[src/core/dvr_defines.vh]
/*
 * Constants of the pixel output formatter: register offsets, field
 * positions, reset values and timing counts.
 * Assumes it is included by bare name from every core file that needs it.
 */
`ifndef DVR_DEFINES_VH
`define DVR_DEFINES_VH

// ----------------------------------------------------------------------
// Register map (byte addresses), fields, reset values, AXI responses.
// ----------------------------------------------------------------------
`define DVR_REG_CONFIG     8'h00
`define DVR_REG_STATUS     8'h04
`define DVR_CFG_EDGE       0
`define DVR_CFG_WIDTH      1
`define DVR_CFG_RST        2'h1
`define DVR_ST_OVERRUN     0
`define DVR_RESP_OKAY      2'h0
`define DVR_RESP_SLVERR    2'h2

// ----------------------------------------------------------------------
// Timing counts and the FIFO word width and depth.
// ----------------------------------------------------------------------
`define DVR_CLK_NS         40
`define DVR_OCLK_HALF_1P   4'h4
`define DVR_OCLK_HALF_2P   4'h8
`define DVR_SYNC_LOSS_NS   1000
`define DVR_SYNC_CYCLES    ((`DVR_SYNC_LOSS_NS + `DVR_CLK_NS - 1) / `DVR_CLK_NS)
`define DVR_WORD_W         30
`define DVR_FIFO_DEPTH     8

`endif

[src/core/dvr_pixel_formatter.v]
/*
 * Pixel output formatter of a digital display receiver: takes decoded
 * pixels from the link side, buffers them and presents them on an even and
 * an odd pixel bus with a generated output pixel clock.
 * Assumes the link pins change on the falling link clock edge, so that a
 * 2-flop copy is steady at the synchronised rising edge, and an AXI4-Lite
 * master on clk.
 */
// Our own choices: the register offsets and register access over AXI4-Lite.
// Summary of operation
// Edge select picks output clock latching edge.
// Full power down floats outputs, ignores inputs.
// Full power down high means normal operation.
// Driver power down floats all but sync, control1.
// Driver power down high keeps drivers on.
// Two-pixel mode: even and odd together.
// One-pixel mode: sequential on even bus.
// Line starts with even pixel zero.
// Blue on even bus bits 0 to 7.
// Green on even bus bits 8 to 15.
// Two-pixel mode: even bus carries even only.
// Even bus changes with output pixel clock.
// One-pixel mode: odd bus held low.
// Red on even bus bits 16 to 23.
// Display enable high active, low blanking.
`include "dvr_defines.vh"

module dvr_pixel_formatter (
  input  wire        clk,
  input  wire        rst_n,
  // Link side: decoded pixel stream and its clock.
  input  wire        link_clk,
  input  wire [7:0]  link_blue,
  input  wire [7:0]  link_green,
  input  wire [7:0]  link_red,
  input  wire        link_de,
  input  wire        link_hsync,
  input  wire        link_vsync,
  input  wire [2:0]  link_ctl,
  // Power-down pins.
  input  wire        full_power_down_n,
  input  wire        output_driver_power_down_n,
  // Panel side.
  output reg         output_pixel_clock,
  output reg         output_pixel_clock_oe,
  output reg  [23:0] even_pixel_bus,
  output reg         even_pixel_bus_oe,
  output reg  [23:0] odd_pixel_bus,
  output reg         odd_pixel_bus_oe,
  output reg         display_enable_out,
  output reg         hsync_out,
  output reg         vsync_out,
  output reg         sync_oe,
  output reg         control_output_one,
  output reg         control_output_one_oe,
  output reg  [1:0]  control_out_hi,
  output reg         control_out_hi_oe,
  output reg         sync_detect_output,
  output reg         sync_detect_output_oe,
  // AXI4-Lite slave.
  input  wire [7:0]  s_axi_awaddr,
  input  wire        s_axi_awvalid,
  output wire        s_axi_awready,
  input  wire [31:0] s_axi_wdata,
  input  wire [3:0]  s_axi_wstrb,
  input  wire        s_axi_wvalid,
  output wire        s_axi_wready,
  output reg  [1:0]  s_axi_bresp,
  output reg         s_axi_bvalid,
  input  wire        s_axi_bready,
  input  wire [7:0]  s_axi_araddr,
  input  wire        s_axi_arvalid,
  output wire        s_axi_arready,
  output reg  [31:0] s_axi_rdata,
  output reg  [1:0]  s_axi_rresp,
  output reg         s_axi_rvalid,
  input  wire        s_axi_rready
);

  // Gather states, one-hot.
  localparam ST_EMPTY = 3'h1;  // Nothing staged.
  localparam ST_HALF  = 3'h2;  // Even pixel staged, odd awaited.
  localparam ST_FULL  = 3'h4;  // Ready for the next launch.

  // ----------------------------------------------------------------------
  // Pin synchronisers.
  // ----------------------------------------------------------------------
  localparam SW = 4 + `DVR_WORD_W - 1;
  reg [SW-1:0] pin_meta;  // First stage, read only by the second.
  reg [SW-1:0] pin_sync;  // Second stage, safe to use.
  reg          lclk_prev; // Synchronised link clock one cycle ago.

  // The data ride the same two stages as the clock so they stay aligned.
  always @(posedge clk) begin
    if (!rst_n) begin
      pin_meta  <= {SW{1'b0}};
      pin_sync  <= {SW{1'b0}};
      lclk_prev <= 1'b0;
    end else begin
      pin_meta  <= {full_power_down_n, output_driver_power_down_n,
                    link_clk, link_de, link_hsync, link_vsync, link_ctl,
                    link_red, link_green, link_blue};
      pin_sync  <= pin_meta;
      lclk_prev <= pin_sync[SW-3];
    end
  end

  wire        pd_full_n = pin_sync[SW-1];
  wire        pd_drv_n  = pin_sync[SW-2];
  wire        lclk_s    = pin_sync[SW-3];
  wire        lclk_rise = lclk_s && !lclk_prev;
  wire [29:0] in_word   = pin_sync[29:0];
  // power state
  wire        powered   = pd_full_n;

  // Configuration and status registers.
  reg  [1:0] cfg;          // Edge select and pixel width select.
  reg        overrun;      // A link pixel found the FIFO full.
  wire       edge_select = cfg[`DVR_CFG_EDGE];
  wire       width_two   = cfg[`DVR_CFG_WIDTH];
  wire [3:0] fifo_level;
  wire       fifo_in_ready;

  // ----------------------------------------------------------------------
  // Sync detect: link clock edges seen within the silence limit.
  // ----------------------------------------------------------------------
  reg [4:0] quiet_cnt;     // Cycles since the last link clock edge.
  always @(posedge clk) begin
    if (!rst_n || !powered) begin
      quiet_cnt <= 5'h00;
    end else if (lclk_rise) begin
      quiet_cnt <= 5'h00;
    end else if (quiet_cnt != 5'h1F) begin
      quiet_cnt <= quiet_cnt + 5'h01;
    end
  end
  reg  lclk_prev_seen;     // At least one edge seen since power-up.
  wire link_alive = (quiet_cnt < `DVR_SYNC_CYCLES) && lclk_prev_seen;
  always @(posedge clk) begin
    if (!rst_n || !powered) begin
      lclk_prev_seen <= 1'b0;
    end else if (lclk_rise) begin
      lclk_prev_seen <= 1'b1;
    end
  end

  // ----------------------------------------------------------------------
  // FIFO on the pixel path.
  // ----------------------------------------------------------------------
  wire        head_valid;
  wire [29:0] head;
  reg         pop;
  // inputs ignored
  wire        push = lclk_rise && powered;

  dvr_fifo #(.WIDTH(`DVR_WORD_W), .DEPTH(`DVR_FIFO_DEPTH)) u_fifo (
    .clk       (clk),
    .rst_n     (rst_n),
    .flush     (!powered),
    .in_valid  (push),
    .in_ready  (fifo_in_ready),
    .in_data   (in_word),
    .out_valid (head_valid),
    .out_ready (pop),
    .out_data  (head),
    .level     (fifo_level)
  );

  // ----------------------------------------------------------------------
  // Output clock divider and launch strobe.
  // ----------------------------------------------------------------------
  reg  [3:0] div_cnt;      // Position within the output clock period.
  wire [3:0] half = width_two ? `DVR_OCLK_HALF_2P : `DVR_OCLK_HALF_1P;
  wire       wrap = (div_cnt == half + half - 4'h1);
  wire [3:0] next_div = wrap ? 4'h0 : div_cnt + 4'h1;
  reg        launch;
  always @(posedge clk) begin
    if (!rst_n || !powered) begin
      div_cnt <= 4'h0;
    end else begin
      div_cnt <= wrap ? 4'h0 : div_cnt + 4'h1;
    end
  end
  // launch opposite edge
  always @* begin
    launch = 1'b0;
    if (edge_select) begin
      launch = (div_cnt == half - 4'h1);
    end else begin
      launch = wrap;
    end
  end

  // ----------------------------------------------------------------------
  // Gather: pair pixels for two-pixel mode.
  // ----------------------------------------------------------------------
  reg  [2:0]  state;
  reg  [2:0]  next_state;
  reg  [29:0] slot_a;      // Even pixel (every pixel in one-pixel mode), or blanking word.
  reg  [29:0] slot_b;      // Odd pixel in two-pixel mode.
  reg         b_full;      // Slot B holds a pixel.
  reg         odd_next;    // Next active pixel of the line is odd.
  reg         load_a;
  reg         load_b;
  reg         zero_a;
  wire        head_de = head[29];

  always @* begin
    next_state = state;
    pop        = 1'b0;
    load_a     = 1'b0;
    load_b     = 1'b0;
    zero_a     = 1'b0;
    case (state)
      ST_EMPTY: begin
        if (head_valid) begin
          pop = 1'b1;
          if (width_two && head_de && odd_next) begin
            // stray odd pixel
            load_b     = 1'b1;
            zero_a     = 1'b1;
            next_state = ST_FULL;
          end else if (width_two && head_de) begin
            load_a     = 1'b1;
            next_state = ST_HALF;
          end else begin
            load_a     = 1'b1;
            next_state = ST_FULL;
          end
        end
      end
      ST_HALF: begin
        // pair even with odd
        if (head_valid && head_de) begin
          pop        = 1'b1;
          load_b     = 1'b1;
          next_state = ST_FULL;
        end else if (head_valid) begin
          next_state = ST_FULL;
        end
      end
      ST_FULL: begin
        if (launch) begin
          next_state = ST_EMPTY;
        end
      end
      default: begin
        next_state = ST_EMPTY;
      end
    endcase
  end

  // Staging registers follow the gather decisions.
  always @(posedge clk) begin
    if (!rst_n || !powered) begin
      state    <= ST_EMPTY;
      slot_a   <= 30'h0000_0000;
      slot_b   <= 30'h0000_0000;
      b_full   <= 1'b0;
      odd_next <= 1'b0;
    end else begin
      state <= next_state;
      if (load_a) begin
        slot_a <= head;
        b_full <= 1'b0;
      end else if (zero_a) begin
        slot_a <= {1'b1, head[28:24], 24'h00_0000};
      end
      if (load_b) begin
        slot_b <= head;
        b_full <= 1'b1;
      end
      // even pixel first
      if (pop) begin
        odd_next <= head_de ? !odd_next : 1'b0;
      end
    end
  end

  // ----------------------------------------------------------------------
  // Output stage; power down clears all, else the pixel clock updates every cycle and the rest at launch.
  // ----------------------------------------------------------------------
  wire staged = (state == ST_FULL);
  always @(posedge clk) begin
    if (!rst_n || !powered) begin
      output_pixel_clock <= 1'b0;
      even_pixel_bus     <= 24'h00_0000;
      odd_pixel_bus      <= 24'h00_0000;
      display_enable_out <= 1'b0;
      hsync_out          <= 1'b0;
      vsync_out          <= 1'b0;
      control_output_one <= 1'b0;
      control_out_hi     <= 2'h0;
    end else begin
      output_pixel_clock <= (next_div < half);
      // change on launch
      if (launch && staged) begin
        // colour lanes
        even_pixel_bus     <= slot_a[23:0];
        // odd bus low
        odd_pixel_bus      <= (width_two && b_full) ? slot_b[23:0]
                                                    : 24'h00_0000;
        // active display flag
        display_enable_out <= slot_a[29];
        hsync_out          <= slot_a[28];
        vsync_out          <= slot_a[27];
        control_out_hi     <= slot_a[26:25];
        control_output_one <= slot_a[24];
      end else if (launch) begin
        // Underrun: blank the pixels and keep the syncs as they were.
        even_pixel_bus     <= 24'h00_0000;
        odd_pixel_bus      <= 24'h00_0000;
        display_enable_out <= 1'b0;
      end
    end
  end

  // Enables are registered so a pin never glitches while power state moves.
  always @(posedge clk) begin
    if (!rst_n) begin
      output_pixel_clock_oe <= 1'b0;
      even_pixel_bus_oe     <= 1'b0;
      odd_pixel_bus_oe      <= 1'b0;
      sync_oe               <= 1'b0;
      control_out_hi_oe     <= 1'b0;
      control_output_one_oe <= 1'b0;
      sync_detect_output_oe <= 1'b0;
      sync_detect_output    <= 1'b0;
    end else begin
      // driver power down
      output_pixel_clock_oe <= powered && pd_drv_n;
      even_pixel_bus_oe     <= powered && pd_drv_n;
      odd_pixel_bus_oe      <= powered && pd_drv_n;
      sync_oe               <= powered && pd_drv_n;
      control_out_hi_oe     <= powered && pd_drv_n;
      // all drivers off
      control_output_one_oe <= powered;
      sync_detect_output_oe <= powered;
      sync_detect_output    <= powered && link_alive;
    end
  end

  // ----------------------------------------------------------------------
  // AXI4-Lite slave.
  // ----------------------------------------------------------------------
  reg        aw_held;      // Write address taken, waiting for data.
  reg [7:0]  aw_addr;
  reg        w_held;       // Write data taken, waiting for address.
  reg [31:0] w_data;
  reg [3:0]  w_strb;
  assign s_axi_awready = !aw_held && !s_axi_bvalid;
  assign s_axi_wready  = !w_held && !s_axi_bvalid;
  assign s_axi_arready = !s_axi_rvalid;
  wire do_write = aw_held && w_held && !s_axi_bvalid;
  wire clr_ovr  = do_write && (aw_addr == `DVR_REG_STATUS) && w_strb[0] &&
                  w_data[`DVR_ST_OVERRUN];

  // Write channels are taken independently; the write happens once both
  // halves are held, and the response follows.
  always @(posedge clk) begin
    if (!rst_n) begin
      aw_held      <= 1'b0;
      aw_addr      <= 8'h00;
      w_held       <= 1'b0;
      w_data       <= 32'h0000_0000;
      w_strb       <= 4'h0;
      s_axi_bvalid <= 1'b0;
      s_axi_bresp  <= `DVR_RESP_OKAY;
      cfg          <= `DVR_CFG_RST;
    end else begin
      if (s_axi_awvalid && s_axi_awready) begin
        aw_held <= 1'b1;
        aw_addr <= s_axi_awaddr;
      end
      if (s_axi_wvalid && s_axi_wready) begin
        w_held <= 1'b1;
        w_data <= s_axi_wdata;
        w_strb <= s_axi_wstrb;
      end
      if (do_write) begin
        aw_held      <= 1'b0;
        w_held       <= 1'b0;
        s_axi_bvalid <= 1'b1;
        s_axi_bresp  <= (aw_addr == `DVR_REG_CONFIG ||
                         aw_addr == `DVR_REG_STATUS) ? `DVR_RESP_OKAY
                                                     : `DVR_RESP_SLVERR;
        if (aw_addr == `DVR_REG_CONFIG && w_strb[0]) begin
          cfg <= w_data[1:0];
        end
      end else if (s_axi_bvalid && s_axi_bready) begin
        s_axi_bvalid <= 1'b0;
      end
    end
  end

  // Overrun is sticky; a new overrun wins over a clear in the same cycle.
  always @(posedge clk) begin
    if (!rst_n) begin
      overrun <= 1'b0;
    end else if (push && !fifo_in_ready) begin
      overrun <= 1'b1;
    end else if (clr_ovr) begin
      overrun <= 1'b0;
    end
  end

  // Reads answer one cycle after the address is taken.
  always @(posedge clk) begin
    if (!rst_n) begin
      s_axi_rvalid <= 1'b0;
      s_axi_rdata  <= 32'h0000_0000;
      s_axi_rresp  <= `DVR_RESP_OKAY;
    end else if (s_axi_arvalid && s_axi_arready) begin
      s_axi_rvalid <= 1'b1;
      s_axi_rresp  <= `DVR_RESP_OKAY;
      s_axi_rdata  <= 32'h0000_0000;
      if (s_axi_araddr == `DVR_REG_CONFIG) begin
        s_axi_rdata <= {30'h0000_0000, cfg};
      end else if (s_axi_araddr == `DVR_REG_STATUS) begin
        s_axi_rdata <= {24'h00_0000, fifo_level, link_alive, !pd_drv_n,
                        !pd_full_n, overrun};
      end else begin
        s_axi_rresp <= `DVR_RESP_SLVERR;
      end
    end else if (s_axi_rvalid && s_axi_rready) begin
      s_axi_rvalid <= 1'b0;
    end
  end

endmodule

[src/core/dvr_fifo.v]
/*
 * Synchronous FIFO with valid and ready on both sides.
 * Assumes a single clock and a synchronous active-low reset; flush empties
 * it in one cycle.
 */
module dvr_fifo #(
  parameter WIDTH = 30,
  parameter DEPTH = 8
) (
  input  wire             clk,
  input  wire             rst_n,
  input  wire             flush,
  input  wire             in_valid,
  output wire             in_ready,
  input  wire [WIDTH-1:0] in_data,
  output wire             out_valid,
  input  wire             out_ready,
  output wire [WIDTH-1:0] out_data,
  output wire [$clog2(DEPTH):0] level
);

  // ----------------------------------------------------------------------
  // Storage and pointers.
  // ----------------------------------------------------------------------
  localparam AW = $clog2(DEPTH);

  reg [WIDTH-1:0] mem [0:DEPTH-1];  // Word storage.
  reg [AW-1:0]    wr_ptr;           // Next slot to write.
  reg [AW-1:0]    rd_ptr;           // Oldest word.
  reg [AW:0]      count;            // Words held.

  wire push = in_valid && in_ready;
  wire pop  = out_valid && out_ready;

  // Full and empty come straight from the count, so they are exact.
  assign in_ready  = (count != DEPTH[AW:0]);
  assign out_valid = (count != {(AW+1){1'b0}});
  assign out_data  = mem[rd_ptr];
  assign level     = count;

  // ----------------------------------------------------------------------
  // Pointer and count update.
  // ----------------------------------------------------------------------
  // Pointers wrap by modulo DEPTH, which needs DEPTH to be a power of two.
  always @(posedge clk) begin
    if (!rst_n || flush) begin
      wr_ptr <= {AW{1'b0}};
      rd_ptr <= {AW{1'b0}};
      count  <= {(AW+1){1'b0}};
    end else begin
      if (push) begin
        wr_ptr <= wr_ptr + 1'b1;
      end
      if (pop) begin
        rd_ptr <= rd_ptr + 1'b1;
      end
      if (push && !pop) begin
        count <= count + 1'b1;
      end else if (pop && !push) begin
        count <= count - 1'b1;
      end
    end
  end

  // Memory write carries no reset; only written words are ever read.
  always @(posedge clk) begin
    if (push) begin
      mem[wr_ptr] <= in_data;
    end
  end

endmodule

[config.mk]
export PLATFORM = sky130hd
export DESIGN_NAME = dvr_pixel_formatter
export DESIGN_NICKNAME = d
export VERILOG_FILES = /design/src/core/dvr_pixel_formatter.v /design/src/core/dvr_fifo.v
export VERILOG_INCLUDE_DIRS = /design/src /design/src/core
export SDC_FILE = /design/constraint.sdc
export NUM_CORES = 1
export LEC_CHECK = 0
export BUFFER_PORTS_ARGS = -buffer_cell sky130_fd_sc_hd__buf_2
export CAP_MARGIN = 5
export CORE_ASPECT_RATIO = 1.2
export CORE_UTILIZATION = 40
export CTS_BUF_LIST = sky130_fd_sc_hd__clkbuf_2 sky130_fd_sc_hd__clkbuf_4 sky130_fd_sc_hd__clkbuf_8
export DETAILED_ROUTE_END_ITERATION = 12
export SETUP_SLACK_MARGIN = 0.2
export SYNTH_ARGS = -nofsm -noshare
export SYNTH_HDL_FRONTEND = slang
export SYNTH_SLANG_ARGS = --single-unit
[constraint.sdc]
create_clock -name clk -period 4.6 [get_ports clk]
set_clock_uncertainty 0.1 [all_clocks]
set_input_delay 0.23 -clock clk [delete_from_list [all_inputs] [get_ports clk]]
set_output_delay 0.23 -clock clk [all_outputs]
set_load 0.03 [all_outputs]
==> results of run 1 <==
==> power groups by stage <==
stage	clock, mW	combinational [mW]	sequential, mW
floorplan	0	0.132	4.59
global placement	0	0.172	4.60
detailed placement	0	0.175	4.60
CTS	3.76	0.215	4.51
global route	3.95	0.236	4.51
finish	3.64	0.213	4.51
==> kinds of logic after synthesis <==
| logic type | count (synthesis) |
|---|---|
| adder cells (fa/ha/maj) | 10 |
| XOR/XNOR | 12 |
| AND/OR/NAND/NOR | 346 |
| other | 1 |
| AO/OA/AOI/OAI | 142 |
| buffers and inverters | 116 |
| flip-flops | 475 |
| multiplexers | 126 |
==> layer usage <==
| metal | track usage | up-vias | routed length, µm |
|---|---|---|---|
| met2 | 0.2620 | 248 | 16960 |
| met4 | 0.06324 | 0 | 774 |
| met5 | 0 | - | 0 |
| met3 | 0.03203 | 63 | 1641 |
| met1 | 0.2137 | 4966 | 16450 |
| li1 | - | 4871 | - |
==> flip-flops by register name, indices dropped and copies added (netlist names), 2 cells and up, named ones only <==
name	count
pin_meta	33
aw_addr	8
slot_b	24
even_pixel_bus	24
div_cnt	4
slot_a	30
u_fifo.rd_ptr	3
control_out_hi	2
odd_pixel_bus	24
cfg	2
w_data	2
u_fifo.level	4
pin_sync	33
state	3
s_axi_rdata	8
u_fifo.wr_ptr	3
u_fifo.mem	240
quiet_cnt	5
==> placed cells by master (no fill, tap or decap), drive strengths merged, types with 24 or more instances in the layout <==
cell,Yosys,routed
conb,1,26
and2,73,73
o21ai,36,36
a32o,24,24
edfxtp,240,240
nor2,70,70
mux2i,40,40
clkbuf,45,106
nand3,34,34
dlygate4sd3,0,60
dfxtp,235,235
mux2,28,28
mux4,58,58
and3,26,26
a21oi,44,44
buf,59,155
nand2,90,90
==> critical path, delay by kind of cell (launching register included) <==
family	cells	cell delay, ns
AO/OA/AOI/OAI	5	1.13
XOR/XNOR	1	0.09
adder cells (fa/ha/maj)	2	0.52
buffers and inverters	1	0.10
flip-flops	1	0.76
AND/OR/NAND/NOR	2	0.44
==> cell type report <==
cell class,count,area [µm²]
fill,3881,22800
antenna,1,2.502
inverter,12,45.04
multi-input combinational,662,5276
clock buffer,106,1346
clock inverter,28,210.2
sequential,475,11920
tap,559,699.4
timing repair buffer,215,1426
==> worst max-delay path by stage <==
stage	from	endpoint	slack [ns]
global placement	flip-flop	u_fifo.level[3]$_SDFFE_PP0P_	1.37
global route	flip-flop	u_fifo.level[3]$_SDFFE_PP0P_	1.11
floorplan	pin_sync[32]$_SDFF_PN0_	u_fifo.mem[2][0]$_DFFE_PP_	0.81
detailed placement	flip-flop	u_fifo.level[3]$_SDFFE_PP0P_	1.36
finish	flip-flop	u_fifo.level[3]$_SDFFE_PP0P_	1.38
CTS	flip-flop	u_fifo.level[3]$_SDFFE_PP0P_	1.31
==> per-stage QoR <==
| stage | cell area, µm² | total power [mW] | setup WS, ns | std cells | util |
|---|---|---|---|---|---|
| final | 20920 | 8.366 | 1.379 | 2058 | 0.4786 |
| after CTS | 20920 | 8.482 | 1.306 | 2057 | 0.4785 |
| after global placement | 18760 | 4.768 | 1.374 | 1863 | 0.4292 |
| after floorplan | 17790 | 4.723 | 0.8126 | 1253 | - |
| after global routing | 20920 | 8.694 | 1.108 | 2058 | 0.4786 |
| after detailed placement | 18760 | 4.774 | 1.360 | 1863 | 0.4292 |
==> what timing repair did <==
item                      4_1_cts  5_1_grt
hold buffers                   60        0
buffers inserted                0        0
hold endpoints to repair       52        0
==> flow_metrics.env, run 1 <==
export IMPL_ys_types=57
export IMPL_overflow=0
export IMPL_syn_cell_area_mm2=0.01770
export IMPL_cts_made_buffers=76
export IMPL_hold_violations=0
export IMPL_startpoint_type="flip-flop"
export IMPL_p_per_area_mw_per_mm2=399.8
export IMPL_crit_type="reg -> reg"
export IMPL_synth_area_leaders="edfxtp_1, dfxtp_1, mux4_2, and2_1, mux2i_1"
export IMPL_muxShareOfSynthArea=0.1185
export IMPL_ys_warn_count=0
export IMPL_swShare=0.2081
export IMPL_insertion_delay_ns=0.60
export IMPL_drive_gt1_frac=0.2724
export IMPL_rsz0062_at_grt="no"
export IMPL_hold_path_class="in -> reg"
export IMPL_async_reset_ff_frac=0
export IMPL_ir_drop_mv=0.1545
export IMPL_cts_root_buf="clkbuf_8"
export IMPL_die_w_um=194.0
export IMPL_cts_tree="built"
export IMPL_synth_xor_area_share=0.005939
export IMPL_synth_top_family_by_area="multiplexers"
export IMPL_drt_wirelength_per_cell_um=17.41
export IMPL_timing_final_crit_share=0.7002
export IMPL_ff2ff_setup_slack_ns=1.38
export IMPL_syn_area_per_cell_um2=14.41
export IMPL_crit_required_ns=5.02
export IMPL_rows=84
export IMPL_status="finished, final reports clean"
export IMPL_power_leakage_nw=7.932
export IMPL_ys_ff_latch=475
export IMPL_clock_sinks=475
export IMPL_comb_power_share=0.026
export IMPL_hold_slack_ns=0.05066
export IMPL_max_slew_margin=0.1852
export IMPL_vias=10150
export IMPL_hp_start="s_axi_wvalid"
export IMPL_grt_pass1_vias=10230
export IMPL_clkPwrFrac=0.436
export IMPL_die_h_um=232.4
export IMPL_r2r_end="u_fifo.level[3]$_SDFFE_PP0P_"
export IMPL_whs_path_depth=4
export IMPL_dp_hpwl_um=20610
export IMPL_finalSetupViolCount=0
export IMPL_io_pins=196
export IMPL_antenna_found_initial=2
export IMPL_grt_pass1_wl_um=56520
export IMPL_dr_pass1_iters=5
export IMPL_worst_pin_slew_ns=1.222
export IMPL_yosysMostFrequentCell="edfxtp_1"
export IMPL_power_net_switching_mw=1.741
export IMPL_worst_ep_arrival_time_ns=3.64
export IMPL_initialDrtViolationCount=589
export IMPL_fin_nets=1544
export IMPL_synth_top_area_frac=0.4072
export IMPL_clk_pin_slew_ns=0.06
export IMPL_crit_path_cell_trace="nand2_1 -> o22ai_2 -> o41a_1 -> ha_1 -> inv_1 -> ha_1 -> a21o_1 -> a21oi_1 -> xnor2_1 -> or3_1 -> a21oi_1"
export IMPL_fin_crit_ns=3.221
export IMPL_tns_ns=0
export IMPL_start_util=0.4048
export IMPL_drc=0
export IMPL_clock_fmax_ghz=0.3105
export IMPL_grt_use_total=0.1616
export IMPL_cts_resized=0
export IMPL_final_antenna_net_count=0
export IMPL_worstPathMaxFanout=23
export IMPL_synthAdderAreaFrac=0.007494
export IMPL_synth_top_cell_by_area="edfxtp_1"
export IMPL_cts_max_level=3
export IMPL_rr_worst_depth=11
export IMPL_grt_max_degree=69
export IMPL_synthCells=1228
export IMPL_synth_top_flop_cell="edfxtp_1"
export IMPL_io_buffers=136
export IMPL_synth_edff_count=240
export IMPL_via_per_inst=4.931
export IMPL_critPathSlowestCell="dfxtp_2"
export IMPL_place_congestion=0.7436
export IMPL_dieArea_mm2=0.04509
export IMPL_area_growth_pct=18.23
export IMPL_clk_path_buf_depth=3
export IMPL_p_int_mw=6.625
export IMPL_maxCapViolCount=0
export IMPL_yosys_area_share_simple=0.1000
export IMPL_drv_slew=0
export IMPL_ys_seq_area_frac=0.6731
export IMPL_core_mm2=0.04372
export IMPL_pwr_share_seq=0.539
export IMPL_synth_commonest_cells="edfxtp_1, dfxtp_1, nand2_1"
export IMPL_max_stage_delay_ns=0.76
export IMPL_routed_wl_um=35820
export IMPL_cp_end_kind="flip-flop"
export IMPL_holdPathEnd="w_held$_SDFFE_PP0P_"
export IMPL_synth_compound_area_frac=0.05882
(Power assumes the default switching activity.)
==> inputs of run 2 (changes only) <==
Clock period 4.6 ns to 3.24 ns, I/O delays scaled along.
==> flow_metrics.env, run 2 (synthesis gave the netlist of run 1 again) <==
export IMPL_final_antenna_net_count=0
export IMPL_die_h_um=232.4
export IMPL_power_leakage_nw=8.106
export IMPL_hold_path_class="in -> reg"
export IMPL_clk_pin_slew_ns=0.07
export IMPL_timing_final_crit_share=0.8899
export IMPL_place_congestion=0.7437
export IMPL_maxCapViolCount=0
export IMPL_final_util=0.4884
export IMPL_dp_cells=1888
export IMPL_cts_tree="built"
export IMPL_start_util=0.4048
export IMPL_max_stage_delay_ns=0.53
export IMPL_grt_pass1_wl_um=58200
export IMPL_largest_register="u_fifo.mem"
export IMPL_status="finished, final reports clean"
export IMPL_cp_top_family="simple AND/OR/NAND/NOR gates"
export IMPL_overflow=0
export IMPL_nFillCells=3814
export IMPL_rsz0062_at_grt="no"
export IMPL_whs_path_depth=3
export IMPL_via_per_inst=4.910
export IMPL_die_w_um=194.0
export IMPL_crit_path_cell_trace="or4_4 -> nand2b_1 -> o41a_1 -> ha_1 -> inv_1 -> ha_1 -> a21o_1 -> a21oi_1 -> xnor2_1 -> or3_1 -> a21oi_1"
export IMPL_worstPathMaxFanout=6
export IMPL_dieArea_mm2=0.04509
export IMPL_p_per_area_mw_per_mm2=554.9
export IMPL_largest_register_ffs=240
export IMPL_antenna_found_initial=0
export IMPL_stdcell_count=2101
export IMPL_reg_largest_list="u_fifo.mem x240, pin_meta x33, pin_sync x33"
export IMPL_io_pins=196
export IMPL_drc=0
export IMPL_critPathSlowestCell="or4_4"
export IMPL_routed_wl_um=36430
export IMPL_drv_slew=0
export IMPL_fin_nets=1582
export IMPL_dp_hpwl_um=21720
export IMPL_drt_wirelength_per_cell_um=17.34
export IMPL_io_buffers=136
export IMPL_grt_use_total=0.1654
export IMPL_startpoint_type="flip-flop"
export IMPL_finalSetupViolCount=0
export IMPL_cts_root_buf="clkbuf_8"
export IMPL_cp_end_kind="flip-flop"
export IMPL_dr_pass1_iters=5
export IMPL_crit_cells=11
export IMPL_max_slew_margin=0.2409
export IMPL_hold_violations=0
export IMPL_fin_crit_ns=2.883
export IMPL_worst_ep_arrival_time_ns=3.32
export IMPL_clock_fmax_ghz=0.3468
export IMPL_cts_max_level=3
export IMPL_area_growth_pct=20.66
export IMPL_hold_slack_ns=0.08377
export IMPL_clk_path_buf_depth=3
export IMPL_worst_pin_slew_ns=1.139
export IMPL_crit_type="reg -> reg"
export IMPL_rr_worst_depth=11
export IMPL_crit_required_ns=3.68
export IMPL_ir_drop_mv=0.2465
export IMPL_core_mm2=0.04372
export IMPL_mostFrequentLayoutCells="edfxtp_1, dfxtp_1, buf_2"
export IMPL_tns_ns=0
export IMPL_clock_sinks=475
export IMPL_layout_cells_most_common="edfxtp_1"
export IMPL_drive_gt1_frac=0.2855
export IMPL_vias=10320
export IMPL_grt_pass1_vias=10550
export IMPL_rows=84
export IMPL_initialDrtViolationCount=622
export IMPL_cp_num_buf_inv=1
export IMPL_grt_max_degree=121
export IMPL_insertion_delay_ns=0.61
export IMPL_cts_made_buffers=75
run 2: routing by layer:
metal  GRT usage  part of all wire  wire (µm)  up-vias
li1            -                 -          -     4959
met1      0.2109              0.45      16280     5073
met2      0.2790              0.49      17940      225
met3     0.03305             0.041       1499       59
met4     0.06151             0.019        705        0
met5           0                 0          0        -
run 2: per-stage QoR:
stage	instance area [µm²]	setup WS (ns)	power, mW
floorplan	17800	0.2517	6.705
detailed placement	19050	0.3307	6.781
global route	21350	0.1940	12.34
finish	21350	0.3568	11.85
global placement	19050	0.3476	6.773
CTS	21330	0.3164	12.02
run 2: final cells by class:
type | count | area, µm² | share of cell area
flip-flops and latches | 475 | 11920 | 0.5581
diodes | 1 | 2.502 | 0.0001172
clock inverters | 25 | 155.1 | 0.007266
clock buffers | 113 | 1399 | 0.06551
well taps | 559 | 699.4 | 0.03276
multi-input cells | 662 | 5298 | 0.2481
repair buffers | 254 | 1837 | 0.08602
inverters | 12 | 45.04 | 0.002109
run 2: final timing paths:
check	startpoint	endpoint	slack [ns]
worst max-delay path	u_fifo.level[2]$_SDFFE_PP0P_	u_fifo.level[3]$_SDFFE_PP0P_	0.36
worst min-delay path	rst_n	lclk_prev_seen$_SDFFE_PP0P_	0.08
worst max register to register	u_fifo.level[2]$_SDFFE_PP0P_	u_fifo.level[3]$_SDFFE_PP0P_	0.36
worst min register to register	pin_meta[2]$_SDFF_PN0_	pin_sync[2]$_SDFF_PN0_	0.33
run 2: tightest hold or removal path, stage by stage:
cell     delay [ns]
buf_4          0.09
nand2_2        0.31
nor2_1         0.18
run 2: timing repair:
item,CTS,global route
setup buffers,0,2
hold endpoints to repair,57,0
hold buffers,72,0
gates resized for setup,0,2
setup endpoints to repair,0,1
run 2: where the power goes:
group	internal, mW	total, mW	switching (mW)	leakage, nW
clock	2.85	5.12	2.27	0.813
combinational	0.150	0.326	0.176	2.95
sequential	6.35	6.40	0.0494	4.35
total	9.35	11.8	2.50	8.11
